## src/shared/lpmc_pkg.sv

```systemverilog
// Purpose: Shared constants and types for the low-power mode and peripheral bus clock controller.
// Assumes: Single 10 MHz system clock, synchronous active-low reset.
// Notes: Field positions refer to the oscillator control register image presented on a port.
package lpmc_pkg;
	localparam int OSC_CTRL_W = 32;
	localparam int SLEEP_SEL_BIT = 4;
	localparam int PB_DIV_LSB = 19;
	localparam int PB_DIV_MSB = 20;
	localparam int PRIO_W = 3;
	localparam int NUM_PERIPH = 8;
	localparam int DIV_CNT_W = 3;
	localparam logic [1:0] PB_DIV_1 = 2'h0;
	localparam logic [1:0] PB_DIV_2 = 2'h1;
	localparam logic [1:0] PB_DIV_4 = 2'h2;
	localparam logic [1:0] PB_DIV_8 = 2'h3;
	localparam logic [DIV_CNT_W-1:0] DIV_MASK_1 = 3'h0;
	localparam logic [DIV_CNT_W-1:0] DIV_MASK_2 = 3'h1;
	localparam logic [DIV_CNT_W-1:0] DIV_MASK_4 = 3'h3;
	localparam logic [DIV_CNT_W-1:0] DIV_MASK_8 = 3'h7;
	localparam logic [DIV_CNT_W-1:0] DIV_CNT_RST = 3'h0;
	localparam logic [DIV_CNT_W-1:0] DIV_CNT_ONE = 3'h1;
	// Oscillator start-up and PLL lock times
	localparam int SYS_CLK_HZ = 10000000;
	localparam int OSC_START_US = 100;
	localparam int PLL_LOCK_US = 200;
	localparam int OSC_START_CYC = (OSC_START_US * (SYS_CLK_HZ / 1000000));
	localparam int PLL_LOCK_CYC = (PLL_LOCK_US * (SYS_CLK_HZ / 1000000));
	localparam int START_CNT_W = 12;
	localparam logic [START_CNT_W-1:0] START_CNT_ZERO = 12'h000;
	localparam logic [START_CNT_W-1:0] START_CNT_ONE = 12'h001;
	typedef enum logic [1:0] {LPMC_RUN, LPMC_IDLE, LPMC_SLEEP, LPMC_START} lpmc_state_t;
endpackage : lpmc_pkg

```

## src/hdl/lpmc_ctrl.sv

```systemverilog
// Purpose: Sleep/Idle entry and wake, CPU and peripheral gating, divided peripheral bus clock.
// Assumes: All inputs synchronous to sys_clk_i; the CPU holds wait_exec_i for one cycle.
// Notes: Clock sources are modelled by their enables; start-up delay counted in system cycles.
// Summary of operation
// - In Sleep an enabled interrupt from a source that runs in Sleep, with priority above the CPU priority, wakes the CPU.
// - In Sleep a lower or equal priority interrupt from a source that runs in Sleep restarts the bus clock and moves to Idle.
// - In Idle the CPU is halted while the system clock keeps running.
// - Peripherals with their stop-in-idle bit set halt in Idle; others keep running.
// - Wait with the sleep-select bit clear enters Idle.
// - In Idle only an interrupt with priority above the CPU priority or a watchdog time-out wakes the CPU.
// - The two-bit divider field sets a 1:1, 1:2, 1:4 or 1:8 bus clock for all bus peripherals.
// - Interrupt controller, DMA, USB, bus matrix and cache run on the undivided system clock.
// - A CPU peripheral read completes only at the next bus clock edge.
// - A previously disabled crystal or PLL source gets start-up and lock delay before use.
// - Leaving Idle on an already running source takes no start-up delay.
module lpmc_ctrl
	import lpmc_pkg::*;
(
	input wire logic sys_clk_i, // System clock, 10 MHz
	input wire logic rst_n_i, // Sync reset, active low
	input wire logic ce_i, // Clock enable, freezes all state
	input wire logic [lpmc_pkg::OSC_CTRL_W-1:0] osc_ctrl_i, // Oscillator control register image
	input wire logic wait_exec_i, // Wait instruction executed
	input wire logic irq_req_i, // Enabled interrupt pending
	input wire logic irq_in_sleep_i, // Pending source runs in Sleep
	input wire logic [lpmc_pkg::PRIO_W-1:0] irq_prio_i, // Pending interrupt priority
	input wire logic [lpmc_pkg::PRIO_W-1:0] cpu_prio_i, // Current CPU priority
	input wire logic wdt_timeout_i, // Watchdog time-out
	input wire logic src_xtal_pll_i, // Selected source uses crystal or PLL
	input wire logic src_pll_i, // Selected source uses the PLL
	input wire logic [lpmc_pkg::NUM_PERIPH-1:0] stop_in_idle_bit_i, // Per-peripheral stop-in-idle bits
	input wire logic pb_rd_req_i, // CPU peripheral read pending
	output logic cpu_run_o, // CPU clock enabled
	output logic sys_clk_en_o, // System clock source enabled
	output logic periph_bus_clock_o, // Peripheral bus clock enable pulse
	output logic [lpmc_pkg::NUM_PERIPH-1:0] periph_run_o, // Per-peripheral run enables
	output logic sys_periph_run_o, // Undivided-domain masters run
	output logic pb_rd_done_o, // Peripheral read completes
	output logic wake_o // One-cycle wake pulse
);
	lpmc_state_t state_ff, nxt_state;
	logic [START_CNT_W-1:0] start_cnt_ff, nxt_start_cnt;
	logic cpu_run_ff, nxt_cpu_run;
	logic sys_en_ff, nxt_sys_en;
	logic pb_run_ff, nxt_pb_run;
	logic wake_ff, nxt_wake;
	logic rd_done_ff, nxt_rd_done;
	logic [NUM_PERIPH-1:0] prun_ff, nxt_prun;
	logic sys_prun_ff, nxt_sys_periph_run;
	logic pb_en;
	logic sleep_sel;
	logic [1:0] div_sel;
	logic prio_win;

	assign sleep_sel = osc_ctrl_i[SLEEP_SEL_BIT];
	assign div_sel = osc_ctrl_i[PB_DIV_MSB:PB_DIV_LSB];
	assign prio_win = irq_req_i && (irq_prio_i > cpu_prio_i);

	// Divided bus clock; stops in Sleep and during start-up
	lpmc_pb_div u_pb_div (
		.sys_clk_i(sys_clk_i),
		.rst_n_i(rst_n_i),
		.ce_i(ce_i),
		.run_i(pb_run_ff),
		.div_sel_i(div_sel),
		.pb_en_o(pb_en)
	);

	// Power state machine
	always_comb begin
		logic [START_CNT_W-1:0] dly;
		dly = START_CNT_ZERO;
		if (src_xtal_pll_i) begin
			dly = START_CNT_W'(OSC_START_CYC);
			if (src_pll_i) begin
				dly = START_CNT_W'(OSC_START_CYC + PLL_LOCK_CYC);
			end
		end
		nxt_state = state_ff;
		nxt_start_cnt = start_cnt_ff;
		nxt_wake = 1'b0;
		case (state_ff)
			LPMC_RUN: begin
				if (wait_exec_i && !wdt_timeout_i) begin
					nxt_state = sleep_sel ? LPMC_SLEEP : LPMC_IDLE;
				end
			end
			LPMC_IDLE: begin
				if (prio_win || wdt_timeout_i) begin
					nxt_state = LPMC_RUN;
					nxt_wake = 1'b1;
				end
			end
			LPMC_SLEEP: begin
				if ((irq_req_i && irq_in_sleep_i) || wdt_timeout_i) begin
					nxt_start_cnt = dly;
					if (dly != START_CNT_ZERO) begin
						nxt_state = LPMC_START;
					end else if (prio_win || wdt_timeout_i) begin
						nxt_state = LPMC_RUN;
						nxt_wake = 1'b1;
					end else begin
						nxt_state = LPMC_IDLE;
					end
				end
			end
			LPMC_START: begin
				if (start_cnt_ff > START_CNT_ONE) begin
					nxt_start_cnt = start_cnt_ff - START_CNT_ONE;
				end else begin
					nxt_start_cnt = START_CNT_ZERO;
					// Source stable: decide like the Sleep exit
					if (prio_win || wdt_timeout_i) begin
						nxt_state = LPMC_RUN;
						nxt_wake = 1'b1;
					end else begin
						nxt_state = LPMC_IDLE;
					end
				end
			end
			default: nxt_state = LPMC_RUN;
		endcase
	end

	// Output enables from the next state, so outputs are registered
	always_comb begin
		nxt_cpu_run = (nxt_state == LPMC_RUN);
		nxt_sys_en = (nxt_state != LPMC_SLEEP) && (nxt_state != LPMC_START);
		nxt_pb_run = nxt_sys_en;
		nxt_sys_periph_run = nxt_sys_en;
		nxt_rd_done = pb_rd_req_i && pb_en && cpu_run_ff;
	end

	// Per-peripheral stop-in-idle gating
	for (genvar g = 0; g < NUM_PERIPH; g++) begin : g_prun
		always_comb begin
			nxt_prun[g] = nxt_pb_run && !((nxt_state == LPMC_IDLE) && stop_in_idle_bit_i[g]);
		end
	end

	always_ff @(posedge sys_clk_i) begin
		if (!rst_n_i) begin
			state_ff <= LPMC_RUN;
			start_cnt_ff <= START_CNT_ZERO;
			cpu_run_ff <= 1'b1;
			sys_en_ff <= 1'b1;
			pb_run_ff <= 1'b1;
			sys_prun_ff <= 1'b1;
			prun_ff <= '1;
			wake_ff <= 1'b0;
			rd_done_ff <= 1'b0;
		end else if (ce_i) begin
			state_ff <= nxt_state;
			start_cnt_ff <= nxt_start_cnt;
			cpu_run_ff <= nxt_cpu_run;
			sys_en_ff <= nxt_sys_en;
			pb_run_ff <= nxt_pb_run;
			sys_prun_ff <= nxt_sys_periph_run;
			prun_ff <= nxt_prun;
			wake_ff <= nxt_wake;
			rd_done_ff <= nxt_rd_done;
		end
	end

	assign cpu_run_o = cpu_run_ff;
	assign sys_clk_en_o = sys_en_ff;
	assign periph_bus_clock_o = pb_en;
	assign periph_run_o = prun_ff;
	assign sys_periph_run_o = sys_prun_ff;
	assign pb_rd_done_o = rd_done_ff;
	assign wake_o = wake_ff;
endmodule : lpmc_ctrl

```

## src/hdl/lpmc_pb_div.sv

```systemverilog
// Purpose: Glitch-free peripheral bus clock enable derived from the system clock.
// Assumes: Divider code taken as synchronous; run gates the enable.
// Notes: Counter re-phases only at a wrap so a divisor change never shortens a period.
module lpmc_pb_div
	import lpmc_pkg::*;
(
	input wire logic sys_clk_i, // System clock
	input wire logic rst_n_i, // Sync reset, active low
	input wire logic ce_i, // Clock enable
	input wire logic run_i, // Bus clock allowed to run
	input wire logic [1:0] div_sel_i, // Divider code
	output logic pb_en_o // Bus clock enable, one pulse per period
);
	logic [DIV_CNT_W-1:0] cnt_ff, nxt_cnt;
	logic [DIV_CNT_W-1:0] mask_ff, nxt_mask;
	logic pb_en_ff, nxt_pb_en;

	// Period mask from code; latched only at a wrap
	always_comb begin
		logic [DIV_CNT_W-1:0] m;
		m = DIV_MASK_1;
		case (div_sel_i)
			PB_DIV_1: m = DIV_MASK_1;
			PB_DIV_2: m = DIV_MASK_2;
			PB_DIV_4: m = DIV_MASK_4;
			PB_DIV_8: m = DIV_MASK_8;
			default: m = DIV_MASK_1;
		endcase
		nxt_cnt = cnt_ff;
		nxt_mask = mask_ff;
		nxt_pb_en = 1'b0;
		if (run_i) begin
			if (cnt_ff == mask_ff) begin
				nxt_cnt = DIV_CNT_RST;
				nxt_mask = m;
				nxt_pb_en = 1'b1;
			end else begin
				nxt_cnt = cnt_ff + DIV_CNT_ONE;
			end
		end
	end

	always_ff @(posedge sys_clk_i) begin
		if (!rst_n_i) begin
			cnt_ff <= DIV_CNT_RST;
			mask_ff <= DIV_MASK_1;
			pb_en_ff <= 1'b0;
		end else if (ce_i) begin
			cnt_ff <= nxt_cnt;
			mask_ff <= nxt_mask;
			pb_en_ff <= nxt_pb_en;
		end
	end

	assign pb_en_o = pb_en_ff;
endmodule : lpmc_pb_div

```

## config.mk

```make
export PLATFORM = sky130hd
export DESIGN_NAME = lpmc_ctrl
export DESIGN_NICKNAME = d
export VERILOG_FILES = /design/src/shared/lpmc_pkg.sv /design/src/hdl/lpmc_ctrl.sv /design/src/hdl/lpmc_pb_div.sv
export SDC_FILE = /design/constraint.sdc
export NUM_CORES = 1
export LEC_CHECK = 0
export BUFFER_PORTS_ARGS = -buffer_cell sky130_fd_sc_hd__buf_2
export CAP_MARGIN = 5
export CORE_MARGIN = 2
export CORE_UTILIZATION = 45
export DETAILED_ROUTE_END_ITERATION = 10
export GPL_TIMING_DRIVEN = 0
export MAX_ROUTING_LAYER = met4
export PLACE_DENSITY = 0.81
export SKIP_CTS_REPAIR_TIMING = 1
export SYNTH_ARGS = -nofsm -noshare
export SYNTH_HDL_FRONTEND = slang
export SYNTH_HIERARCHICAL = 1
export SYNTH_SLANG_ARGS = --single-unit
```

## constraint.sdc

```tcl
create_clock -name sys_clk_i -period 2.06 [get_ports sys_clk_i]
set_input_delay 0.412 -clock sys_clk_i [delete_from_list [all_inputs] [get_ports sys_clk_i]]
set_output_delay 0.412 -clock sys_clk_i [all_outputs]
set_load 0.02 [all_outputs]
```

After elaboration in Yosys (flattened, before gate mapping)
Cells that the tools add are included.

Add/subtract/negate cells: 2. Multipliers: 0. Divide/modulo/power cells: 0. Magnitude comparators: 2. Equal/unequal tests: 11. Shift-type cells: 0. Mux-type cells: 22. Bitwise gates (word level): 0. Reduce and logical (&&, ||, !) cells: 41.

Operator list (number): $mux W12 (4); $pmux W12 S2 (1); $logic_and A1 B1 Y1 (22); $gt A12 B1 Y1 const B (1); $mux W2 (6); $pmux W3 S4 (1); $reduce_bool A12 Y1 (1); $sub A12 B1 Y12 const B (1); $logic_not A1 Y1 (9); $eq A2 B2 Y1 const B (4); $pmux W2 S4 (1); $mux W1 (7); $eq A2 B1 Y1 const B (3); $logic_not A2 Y1 (3); $ne A2 B2 Y1 const B (3); $reduce_and A3 Y1 (2); $add A3 B1 Y3 const B (1); $eq A3 B3 Y1 (1); $gt A3 B3 Y1 (1); $mux W3 (1); $pmux W1 S3 (1); $logic_or A1 B1 Y1 (2); $reduce_and A2 Y1 (1); $reduce_bool A2 Y1 (1).

Bits in registers: 33. Latch bits: 0. Memory bits (writable): 0. Memory bits (read-only): 0. Input bits: 56. Output and inout port bits: 14. Logic and storage cells: 88. Memories: 0.

Logic depth before layout (Yosys ltp)
Gate-level depths: netlist of run 1.

Depth after elaboration: 11. Depth in mapped cells: 9. Mapped depth without buffers: 7.

Cells and area by module
Netlist of run 1, hierarchy kept.

By module, submodules not included: lpmc_ctrl (times used 1, cells each 215, area each 1585.3 um^2, seq. area each 520.5 um^2); lpmc_pb_div (times used 1, cells each 36, area each 366.6 um^2, seq. area each 140.1 um^2).

Worst setup path after synthesis of run 1
Ideal clock, no wire load.

Path kind: register to register. Start: reg start_cnt_ff[2]. End: reg state_ff[0]. Setup time: 119 ps. Arrival: 1849 ps. Required time: 1941 ps. Slack: 92 ps. Stages on the path, launching flop included: 7. Buffers on the path: 1. Clock period less this slack: 1968 ps. Cell sequence: dfxtp_1 -> or4_4 -> o41ai_4 -> and2_1 -> buf_6 -> inv_2 -> o221a_1.

Word-level cells in the longest chain between the ends: 3.

RTL lines: start, declared (RTL line lpmc_ctrl.sv:42) `logic [START_CNT_W-1:0] start_cnt_ff, nxt_start_cnt;`; start signal, assigned (RTL line lpmc_ctrl.sv:154) `start_cnt_ff <= nxt_start_cnt;`; $gt A12 B1 Y1 (RTL line lpmc_ctrl.sv:108) `if (start_cnt_ff > START_CNT_ONE) begin`; $mux W2 (RTL line lpmc_ctrl.sv:108); $pmux W2 S4 (RTL line lpmc_ctrl.sv:82) `case (state_ff)`; end signal, assigned (RTL line lpmc_ctrl.sv:153) `state_ff <= nxt_state;`; end, declared (RTL line lpmc_ctrl.sv:41) `lpmc_state_t state_ff, nxt_state;`.

Every way passes these cells. A chain may end at the register's enable or synchronous reset.

Worst setup path in the final report of run 1
Start: reg start_cnt_ff[4]. End: reg state_ff[0].

Same word-level chain as after synthesis.

==> results of run 1 <==
cells in the mapped netlist, types with 4 or more instances:
library cell	count
o21ai_0	23
mux2i_1	4
a31oi_1	9
nor4_1	4
nand2_1	17
clkbuf_1	8
nor3_1	5
inv_1	26
ha_1	6
a21oi_1	28
dfxtp_1	33
nand3_1	10
nor2_1	23
stage by stage:
step	setup WS [ns]	total power [uW]	hold slack (ns)
5_1_grt	-0.0218	1770	0.405
3_5_place_dp	-0.145	1060	0.457
3_3_place_gp	-0.141	1050	0.454
2_1_floorplan	0.0920	962	0.446
6_report	0.0443	1690	0.390
4_1_cts	-0.158	1700	0.392
worst paths after layout:
kind,to,slack (ns),depth (start not counted)
worst max-delay path,state_ff[0],0.04,6
worst min-delay path,u_pb_div/mask_ff[1],0.39,3
worst max register to register,state_ff[0],0.04,6
worst min register to register,pb_rd_done_o,0.46,2
cell type report:
| type | instances | area share |
|---|---|---|
| Buffer | 10 | 0.0207 |
| Clock buffer | 7 | 0.0366 |
| Clock inverter | 1 | 0.0127 |
| Inverter | 28 | 0.0445 |
| Multi-Input combinational cell | 178 | 0.484 |
| Sequential cell | 33 | 0.282 |
| Tap cell | 50 | 0.0265 |
| Timing Repair Buffer | 43 | 0.0933 |
layout by cell type, fill, tap and decap left out, types with 3 or more instances in the layout:
master and n:
nor3_1 5, clkbuf_1 7, a21o_1 3, a31oi_1 9, dfxtp_1 30, o21ai_0 23, nand2b_1 3, buf_2 41
mux2i_1 4, nor4_1 4, xor2_1 3, nand2_1 17, ha_1 5, inv_1 26, nand3_1 10, a21oi_1 28
buf_4 3, dfxtp_2 3, nor2_1 23, clkbuf_8 6
state kept, by name, summed over array words and instances (netlist names):
register / cells
u_pb_div/cnt_ff: 3
periph_run_o: 8
state_ff: 2
wake_o: 1
u_pb_div/mask_ff: 3
cpu_run_o: 1
pb_rd_done_o: 1
u_pb_div/pb_en_o: 1
start_cnt_ff: 12
sys_periph_run_o: 1
worst max-delay path, cell delays in order, from the launching register on:
cell	delay (ns)
dfxtp_2	0.34
or4_4	0.57
o41ai_4	0.44
and2_4	0.22
buf_6	0.11
inv_2	0.03
o221a_1	0.20
cell families after synthesis:
logic type	count (synthesis)
AO/OA/AOI/OAI	86
XOR/XNOR	4
adder cells (fa/ha/maj)	6
buffers and inverters	40
flip-flops	33
multiplexers	4
AND/OR/NAND/NOR	78
power breakdown:
| group | leakage [uW] | internal, uW | switching (uW) |
|---|---|---|---|
| Clock | 0.0000585 | 394 | 239 |
| Combinational | 0.000753 | 136 | 208 |
| Sequential | 0.000272 | 681 | 31.3 |
| Total | 0.00108 | 1210 | 478 |
per-layer routing:
metal	global-route usage	vias up	routed length (microns)
li1	-	983	-
met5	-	-	0
met4	0.0641	0	58
met2	0.321	44	2220
met3	0.0433	7	211
met1	0.245	895	2140
==> impl_metrics.yaml, run 1 <==
outcome:
  status: "completed"
synthesis:
  synth-xor-area-share: 0.0218
  yosysSeqAreaShare: 0.338
  syn_inst: 251
  synth_edf_count: 0
  synth_nets: 313
  synth_fa_ha_area_frac: 0.0385
  yosys_warnings: 6
  netlist_area_sq_um: 1950
  ys_seq_elements: 33
  synth_cell_type_count: 54
  synth_compound_area_frac: 0.290
  yosys.area.top_type: "dfxtp_1"
  synth_top_area_frac: 0.338
  synthFlopType: "dfxtp_1"
  yosys-top-cells-area: "dfxtp_1 (34%), a21oi_1 (7.2%), o21ai_0 (5.9%), inv_1 (5.0%), nor2_1 (4.4%)"
  synthArstFlopShare: 0
  synth_top_family_by_area: "compound AO/OA/AOI/OAI gates"
  syn_area_per_cell_sq_um: 7.78
  yosys.area_share.simple: 0.208
  synth.mux.area_fraction: 0.0205
clocking:
  cts_sinks: 33
  clock_tree.htree_level_count: 2
  cts_root_buffer: "clkbuf_8"
  tritoncts: "done"
  path_clk_slew_ns: 0.07
  clockBufferDepth: 2
  clock_latency_ns: 0.29
  cts-buffers-inserted: 5
floorplanning:
  ios: 70
  die_h_microns: 69.9
  start_util: 0.478
  die_area_sq_um: 4880
  fp-row-count: 23
  die_x_microns: 69.9
  placeableCoreArea_sq_um: 4090
placement:
  gp_congestion: 0.901
  portBuffers: 40
  place_area_sq_um: 2210
  place_inst: 341
  hpwl_mm: 3.37
critical_path:
  cp_max_fo: 5
  endpoint_kind: "register"
  critPathKind: "register to register"
  cp.required_ns: 2.24
  cp-startpoint: "start_cnt_ff[4]"
  reg2reg_from: "start_cnt_ff[4]"
  critPathArrivalTime_ns: 2.20
  start_kind: "register"
global_route:
  grt_overflow: 0
  grt_use_total: 0.198
  grt_antenna_before_repair: 0
  grt_pass1_wl_mm: 7.77
  grt_max_degree: 11
  first_global_vias: 1780
layout:
  fin_nets: 361
  register_area_sq_um: 664
  fillers: 384
  syn2layout_area_growth_pct: 20.9
  stdcell_area_sq_um: 2360
  n_antenna_cell: 0
  final_util: 0.577
  multi_input_area_sq_um: 1140
  layoutNonFillerInstCount: 350
  drive_above_1_share: 0.250
sta:
  finalHoldViolations: 0
  slew_viol_final: 0
  tightest_slew_ns: 0.529
  max_freq_mhz: 496
  fin_crit_sh: 0.979
  max_slew_margin: 0.638
  finalSetupViolCount: 0
  fin_tns_setup_ns: 0
  skew_ns: 0.00890
  fin_crit_ns: 2.02
  rsz0062_at_grt: "yes"
routing:
  routed_via_density: 5.51
  drt-initial-drc-count: 99
  wl_per_cell_microns: 13.2
  first_pass_iters: 4
  routed_wl_mm: 4.63
  antenna_left: 0
  drc: 0
  vias: 1929
flow_run:
  maxCapViolCount: 0
hold_path:
  worstHoldStart: "osc_ctrl_i[20]"
  hold_class: "input port to register"
power:
  powerDensity_nw_per_um2: 716
  ir_drop_v: 0.000355
  p_leak_uw: 0.00108
Power figures use the tool's default switching activity.
==> run 2: changes to the inputs <==
Settings changed: PLACE_DENSITY 0.81 to 0.86.
==> run 2 against run 1 <==
  * Global-route usage is 0.56 points higher
  * Flip-flop and latch count unchanged
  * Setup slack worse by 0.010 ns
  * Via count up 2.2%
  * Combinational power hardly changed
  * Register-to-register slack about the same
  * Die area stayed put
  * Cell count is 0.29% higher
  * Clock skew decreased by 0.0045 ns
  * Critical path depth is the same
  * Critical path type unchanged
==> impl_metrics.yaml, run 2 (synthesized netlist as in run 1, its figures left out) <==
routing:
  antenna_left: 0
  drc: 0
  drt-initial-drc-count: 158
  wl_per_cell_microns: 13.4
  first_pass_iters: 4
  vias: 1972
  routed_wl_mm: 4.71
  routed_via_density: 5.62
placement:
  hpwl_mm: 3.44
  portBuffers: 40
  place_area_sq_um: 2210
  gp_congestion: 0.931
sta:
  max_freq_mhz: 494
  finalSetupViolCount: 0
  fin_crit_sh: 0.983
  fin_crit_ns: 2.03
  slew_viol_final: 0
  tightest_slew_ns: 0.503
  max_slew_margin: 0.662
  rsz0062_at_grt: "yes"
  skew_ns: 0.00441
  finalHoldViolations: 0
clocking:
  clock_tree.htree_level_count: 2
  clock_latency_ns: 0.29
  cts-buffers-inserted: 5
  clockBufferDepth: 2
  tritoncts: "done"
  path_clk_slew_ns: 0.07
  cts_root_buffer: "clkbuf_8"
  cts_sinks: 33
layout:
  fillers: 403
  mostFrequentLayoutCells: "buf_2 (41), dfxtp_1 (30), a21oi_1 (28)"
  stdcell_area_sq_um: 2370
  drive_above_1_share: 0.256
  final_util: 0.580
  multi_input_area_sq_um: 1150
  syn2layout_area_growth_pct: 21.5
  top_register: "start_cnt_ff"
  n_antenna_cell: 0
  register_area_sq_um: 664
  final_common_cell: "buf_2"
  fin_nets: 362
  largest_reg_flops: 12
global_route:
  grt_antenna_before_repair: 0
  grt-busiest-layer: "met2"
  grt_overflow: 0
  use_met1: 0.248
  grt_pass1_wl_mm: 8.01
  met3_usage: 0.0375
  grt_use_total: 0.203
  first_global_vias: 1815
  grtUsageMet2: 0.331
  grt_max_degree: 11
power:
  powerDensity_nw_per_um2: 715
  p_leak_uw: 0.00109
  ir_drop_v: 0.000359
critical_path:
  cpMaxStageDelayCell: "or4_4"
  start_kind: "register"
  path_buf_inv: 1
  critical-path-top-delay-family: "simple AND/OR/NAND/NOR gates"
  critPathKind: "register to register"
  cp_cell_sequence: "or4_4, o41ai_4, buf_4, and2b_2, o21ai_2, a21oi_1"
  cp.required_ns: 2.23
  critPathArrivalTime_ns: 2.20
  slowest_delay_ns: 0.58
  cp_max_fo: 4
  endpoint_kind: "register"
floorplanning:
  start_util: 0.478
  die_h_microns: 69.9
  ios: 70
  die_area_sq_um: 4880
  fp-row-count: 23
  die_x_microns: 69.9
  placeableCoreArea_sq_um: 4090
hold_path:
  hold_class: "input port to register"
flow_run:
  maxCapViolCount: 0
outcome:
  status: "completed"
run 2: cell types whose count changed in the layout (fill, tap and decap cells not counted):
cell,previous run,this run
o21ai_0,23,22
o21ai_2,1,2
buf_4,3,4
run 2: final timing paths:
kind,start,end,slack [ns],cells past startpoint
min,osc_ctrl_i[20],u_pb_div/mask_ff[1],0.39,3
max,start_cnt_ff[4],start_cnt_ff[6],0.03,6
min reg2reg,pb_rd_done_o,pb_rd_done_o,0.47,2
max reg2reg,start_cnt_ff[4],start_cnt_ff[6],0.03,6
run 2: routing by layer:
metal | wire length, microns | vias up
li1 | - | 988
met1 | 2070 | 909
met2 | 2290 | 68
met3 | 271 | 7
met4 | 82 | 0
met5 | 0 | -
run 2: per-stage QoR:
stage	total power, uW	cells	setup slack [ns]	hold slack, ns	setup TNS, ns
CTS	1700	349	-0.200	0.386	-1.59
floorplan	962	251	0.0920	0.446	0
finish	1700	351	0.0343	0.389	0
global placement	1050	341	-0.125	0.453	-0.601
global route	1780	351	-0.0224	0.404	-0.0371
detailed placement	1060	341	-0.181	0.464	-1.39
run 2: layout make-up:
| type | count | area share |
|---|---|---|
| sequential | 33 | 0.280 |
| inverter | 28 | 0.0443 |
| buffer | 10 | 0.0206 |
| timing repair buffer | 44 | 0.0960 |
| clock buffer | 7 | 0.0364 |
| multi-input combinational | 178 | 0.483 |
| tap | 50 | 0.0264 |
| clock inverter | 1 | 0.0127 |
run 2: where the power goes:
group	leakage (uW)	switching, uW	internal [uW]
logic	0.000758	208	136
registers	0.000272	31.8	681
clock network	0.0000585	244	394
total	0.00109	484	1210
run 2: worst reg2reg max path: cells and delay by family, from the launching register on:
family / cells / cell delay, ns
AO/OA/AOI/OAI: 3 / 0.59
buffers and inverters: 1 / 0.19
flip-flops: 1 / 0.34
AND/OR/NAND/NOR: 2 / 0.79
==> run 3: changes to the inputs <==
Settings changed: CORE_UTILIZATION 45 to 43, PLACE_DENSITY 0.86 to 0.85, SYNTH_HIERARCHICAL 1 to not set.
==> run 3 against run 2 <==
  * Clock skew rose by 0.0020 ns
  * Cell count down 13%
  * Global-route usage rose by 0.37 points
  * Register-to-register slack improved by 0.04 ns
  * Die area shrank 5.5%
==> impl_metrics.yaml, run 3 <==
global_route:
  grt_pass1_wl_mm: 6.98
  grt_overflow: 0
  first_global_vias: 1556
  grt_use_total: 0.207
  grt_antenna_before_repair: 0
  grt_max_degree: 13
synthesis:
  synth_nets: 266
  synth_fa_ha_area_frac: 0.0428
  netlist_area_sq_um: 1760
  synth_edf_count: 0
  synth-xor-area-share: 0.0399
  synthArstFlopShare: 0
  synth_common_cells: "dfxtp_1 (33), a21oi_1 (27), nor2_1 (19)"
  yosysSeqAreaShare: 0.376
  synth_top_area_frac: 0.376
  yosys-top-cells-area: "dfxtp_1 (38%), a21oi_1 (7.7%), ha_1 (4.3%), nor2_1 (4.1%), o211ai_1 (3.4%)"
  synth.mux.area_fraction: 0.0171
  yosys_warnings: 0
  ys_seq_elements: 33
  yosys.area.top_type: "dfxtp_1"
  synth_top_family_by_area: "compound AO/OA/AOI/OAI gates"
  yosys.area_share.simple: 0.214
  synth_compound_area_frac: 0.258
  synth_cell_type_count: 51
  synthFlopType: "dfxtp_1"
  syn_area_per_cell_sq_um: 8.61
  synth.most_common_cell: "dfxtp_1"
  syn_inst: 204
critical_path:
  cp.required_ns: 2.23
  critPathKind: "register to register"
  cp.depth: 5
  r2r.worst_path.cells: 5
  slowest_delay_ns: 0.56
  endpoint_kind: "register"
  regToRegSetupSlack_ns: 0.08
  cp_max_fo: 10
  cp_cell_sequence: "or4_4, nor3_4, a21oi_4, a222oi_1, nor2_1"
  cpMaxStageDelayCell: "or4_4"
  start_kind: "register"
  critical-path-top-delay-family: "simple AND/OR/NAND/NOR gates"
  path_buf_inv: 0
  critPathArrivalTime_ns: 2.15
sta:
  fin_crit_sh: 0.962
  setup_ws_ns: 0.0780
  rsz0062_at_grt: "yes"
  finalSetupViolCount: 0
  slew_viol_final: 0
  skew_ns: 0.00638
  fin_crit_ns: 1.98
  max_slew_margin: 0.536
  max_freq_mhz: 505
  finalHoldViolations: 0
  tightest_slew_ns: 0.691
clocking:
  cts-buffers-inserted: 5
  cts_root_buffer: "clkbuf_8"
  tritoncts: "done"
  clock_tree.htree_level_count: 2
  cts_sinks: 33
  path_clk_slew_ns: 0.07
  clockBufferDepth: 2
  clock_latency_ns: 0.30
floorplanning:
  fp-row-count: 23
  ios: 70
  die_area_sq_um: 4610
  die_h_microns: 67.9
  start_util: 0.442
  die_x_microns: 67.9
  placeableCoreArea_sq_um: 3970
power:
  powerDensity_nw_per_um2: 757
  ir_drop_v: 0.000548
  p_leak_uw: 0.000917
  totalPowerFinal_uw: 1650
routing:
  antenna_left: 0
  wl_per_cell_microns: 13.6
  routed_wl_mm: 4.15
  drt-initial-drc-count: 100
  vias: 1689
  first_pass_iters: 4
  drc: 0
  routed_via_density: 5.56
layout:
  final_common_cell: "buf_2"
  syn2layout_area_growth_pct: 24.1
  top_register: "start_cnt_ff"
  mostFrequentLayoutCells: "buf_2 (40), dfxtp_1 (31), a21oi_1 (27)"
  drive_above_1_share: 0.264
  final_util: 0.549
  largest_reg_flops: 12
  multi_input_area_sq_um: 1040
  fillers: 369
  fin_nets: 315
  n_antenna_cell: 0
  register_area_sq_um: 663
outcome:
  status: "completed"
flow_run:
  maxCapViolCount: 0
hold_path:
  hold_path_depth: 2
  hold_class: "input port to register"
placement:
  hpwl_mm: 2.95
  gp_congestion: 0.847
  portBuffers: 39
  preCtsSetupSlack_ns: 0.0430
==> run 3: cell types whose count changed in the layout (fill, tap and decap cells not counted), moves of 3 or more <==
cell / before / now
o21ai_0: 22 / 4
nor2_1: 23 / 19
a221oi_1: 0 / 3
a31oi_1: 9 / 2
o211ai_1: 1 / 8
nand3_1: 10 / 6
xor2_1: 3 / 6
inv_1: 26 / 9
==> run 3: final timing paths <==
| check | to | from |
|---|---|---|
| max | start_cnt_ff[6] | start_cnt_ff[5] |
| min | periph_run_o[1] | stop_in_idle_bit_i[1] |
| max reg2reg | start_cnt_ff[6] | start_cnt_ff[5] |
| min reg2reg | wake_o | wake_o |
==> run 3: per-layer routing <==
metal / up-vias / GRT usage / wire [microns]
li1: 848 / - / -
met1: 782 / 0.254 / 1790
met2: 49 / 0.333 / 2070
met3: 10 / 0.0543 / 228
met4: 0 / 0.0650 / 59
met5: - / - / 0
==> run 3: kinds of logic (layout without fill, tap and decap cells) <==
logic type / count (synthesis) / in the layout
simple gates: 67 / 67
compound gates: 66 / 67
flops: 33 / 33
buf+inv: 21 / 70
xor+xnor: 8 / 8
fa+ha+maj: 6 / 6
mux: 3 / 3
==> run 3: final cells by class <==
cell class | count | area share
tap | 50 | 0.0287
timing repair buffer | 41 | 0.0965
buffer | 9 | 0.0213
sequential | 33 | 0.304
clock buffer | 5 | 0.0316
multi-input combinational | 151 | 0.476
inverter | 12 | 0.0207
clock inverter | 3 | 0.0213
==> run 3: worst register-to-register path, cell delays in order (launching register included) <==
cell and delay [ns]:
dfxtp_2 0.35, or4_4 0.56, nor3_4 0.36, a21oi_4 0.17
a222oi_1 0.36, nor2_1 0.07
==> run 3: through the flow <==
stage	std cells	instance area (sq um)	hold WS, ns	setup TNS (ns)
detailed placement	293	2010	0.468	0
CTS	301	2130	0.316	-0.0350
floorplan	204	1760	0.450	0
global placement	293	2010	0.449	0
global route	304	2180	0.317	-0.0355
finish	304	2180	0.310	0
==> run 3: report_power, final <==
group,internal (uW),leakage [uW],switching (uW)
Sequential,680,0.000271,35.5
Clock,362,0.0000543,255
Combinational,132,0.000591,184
Total,1170,0.000917,475
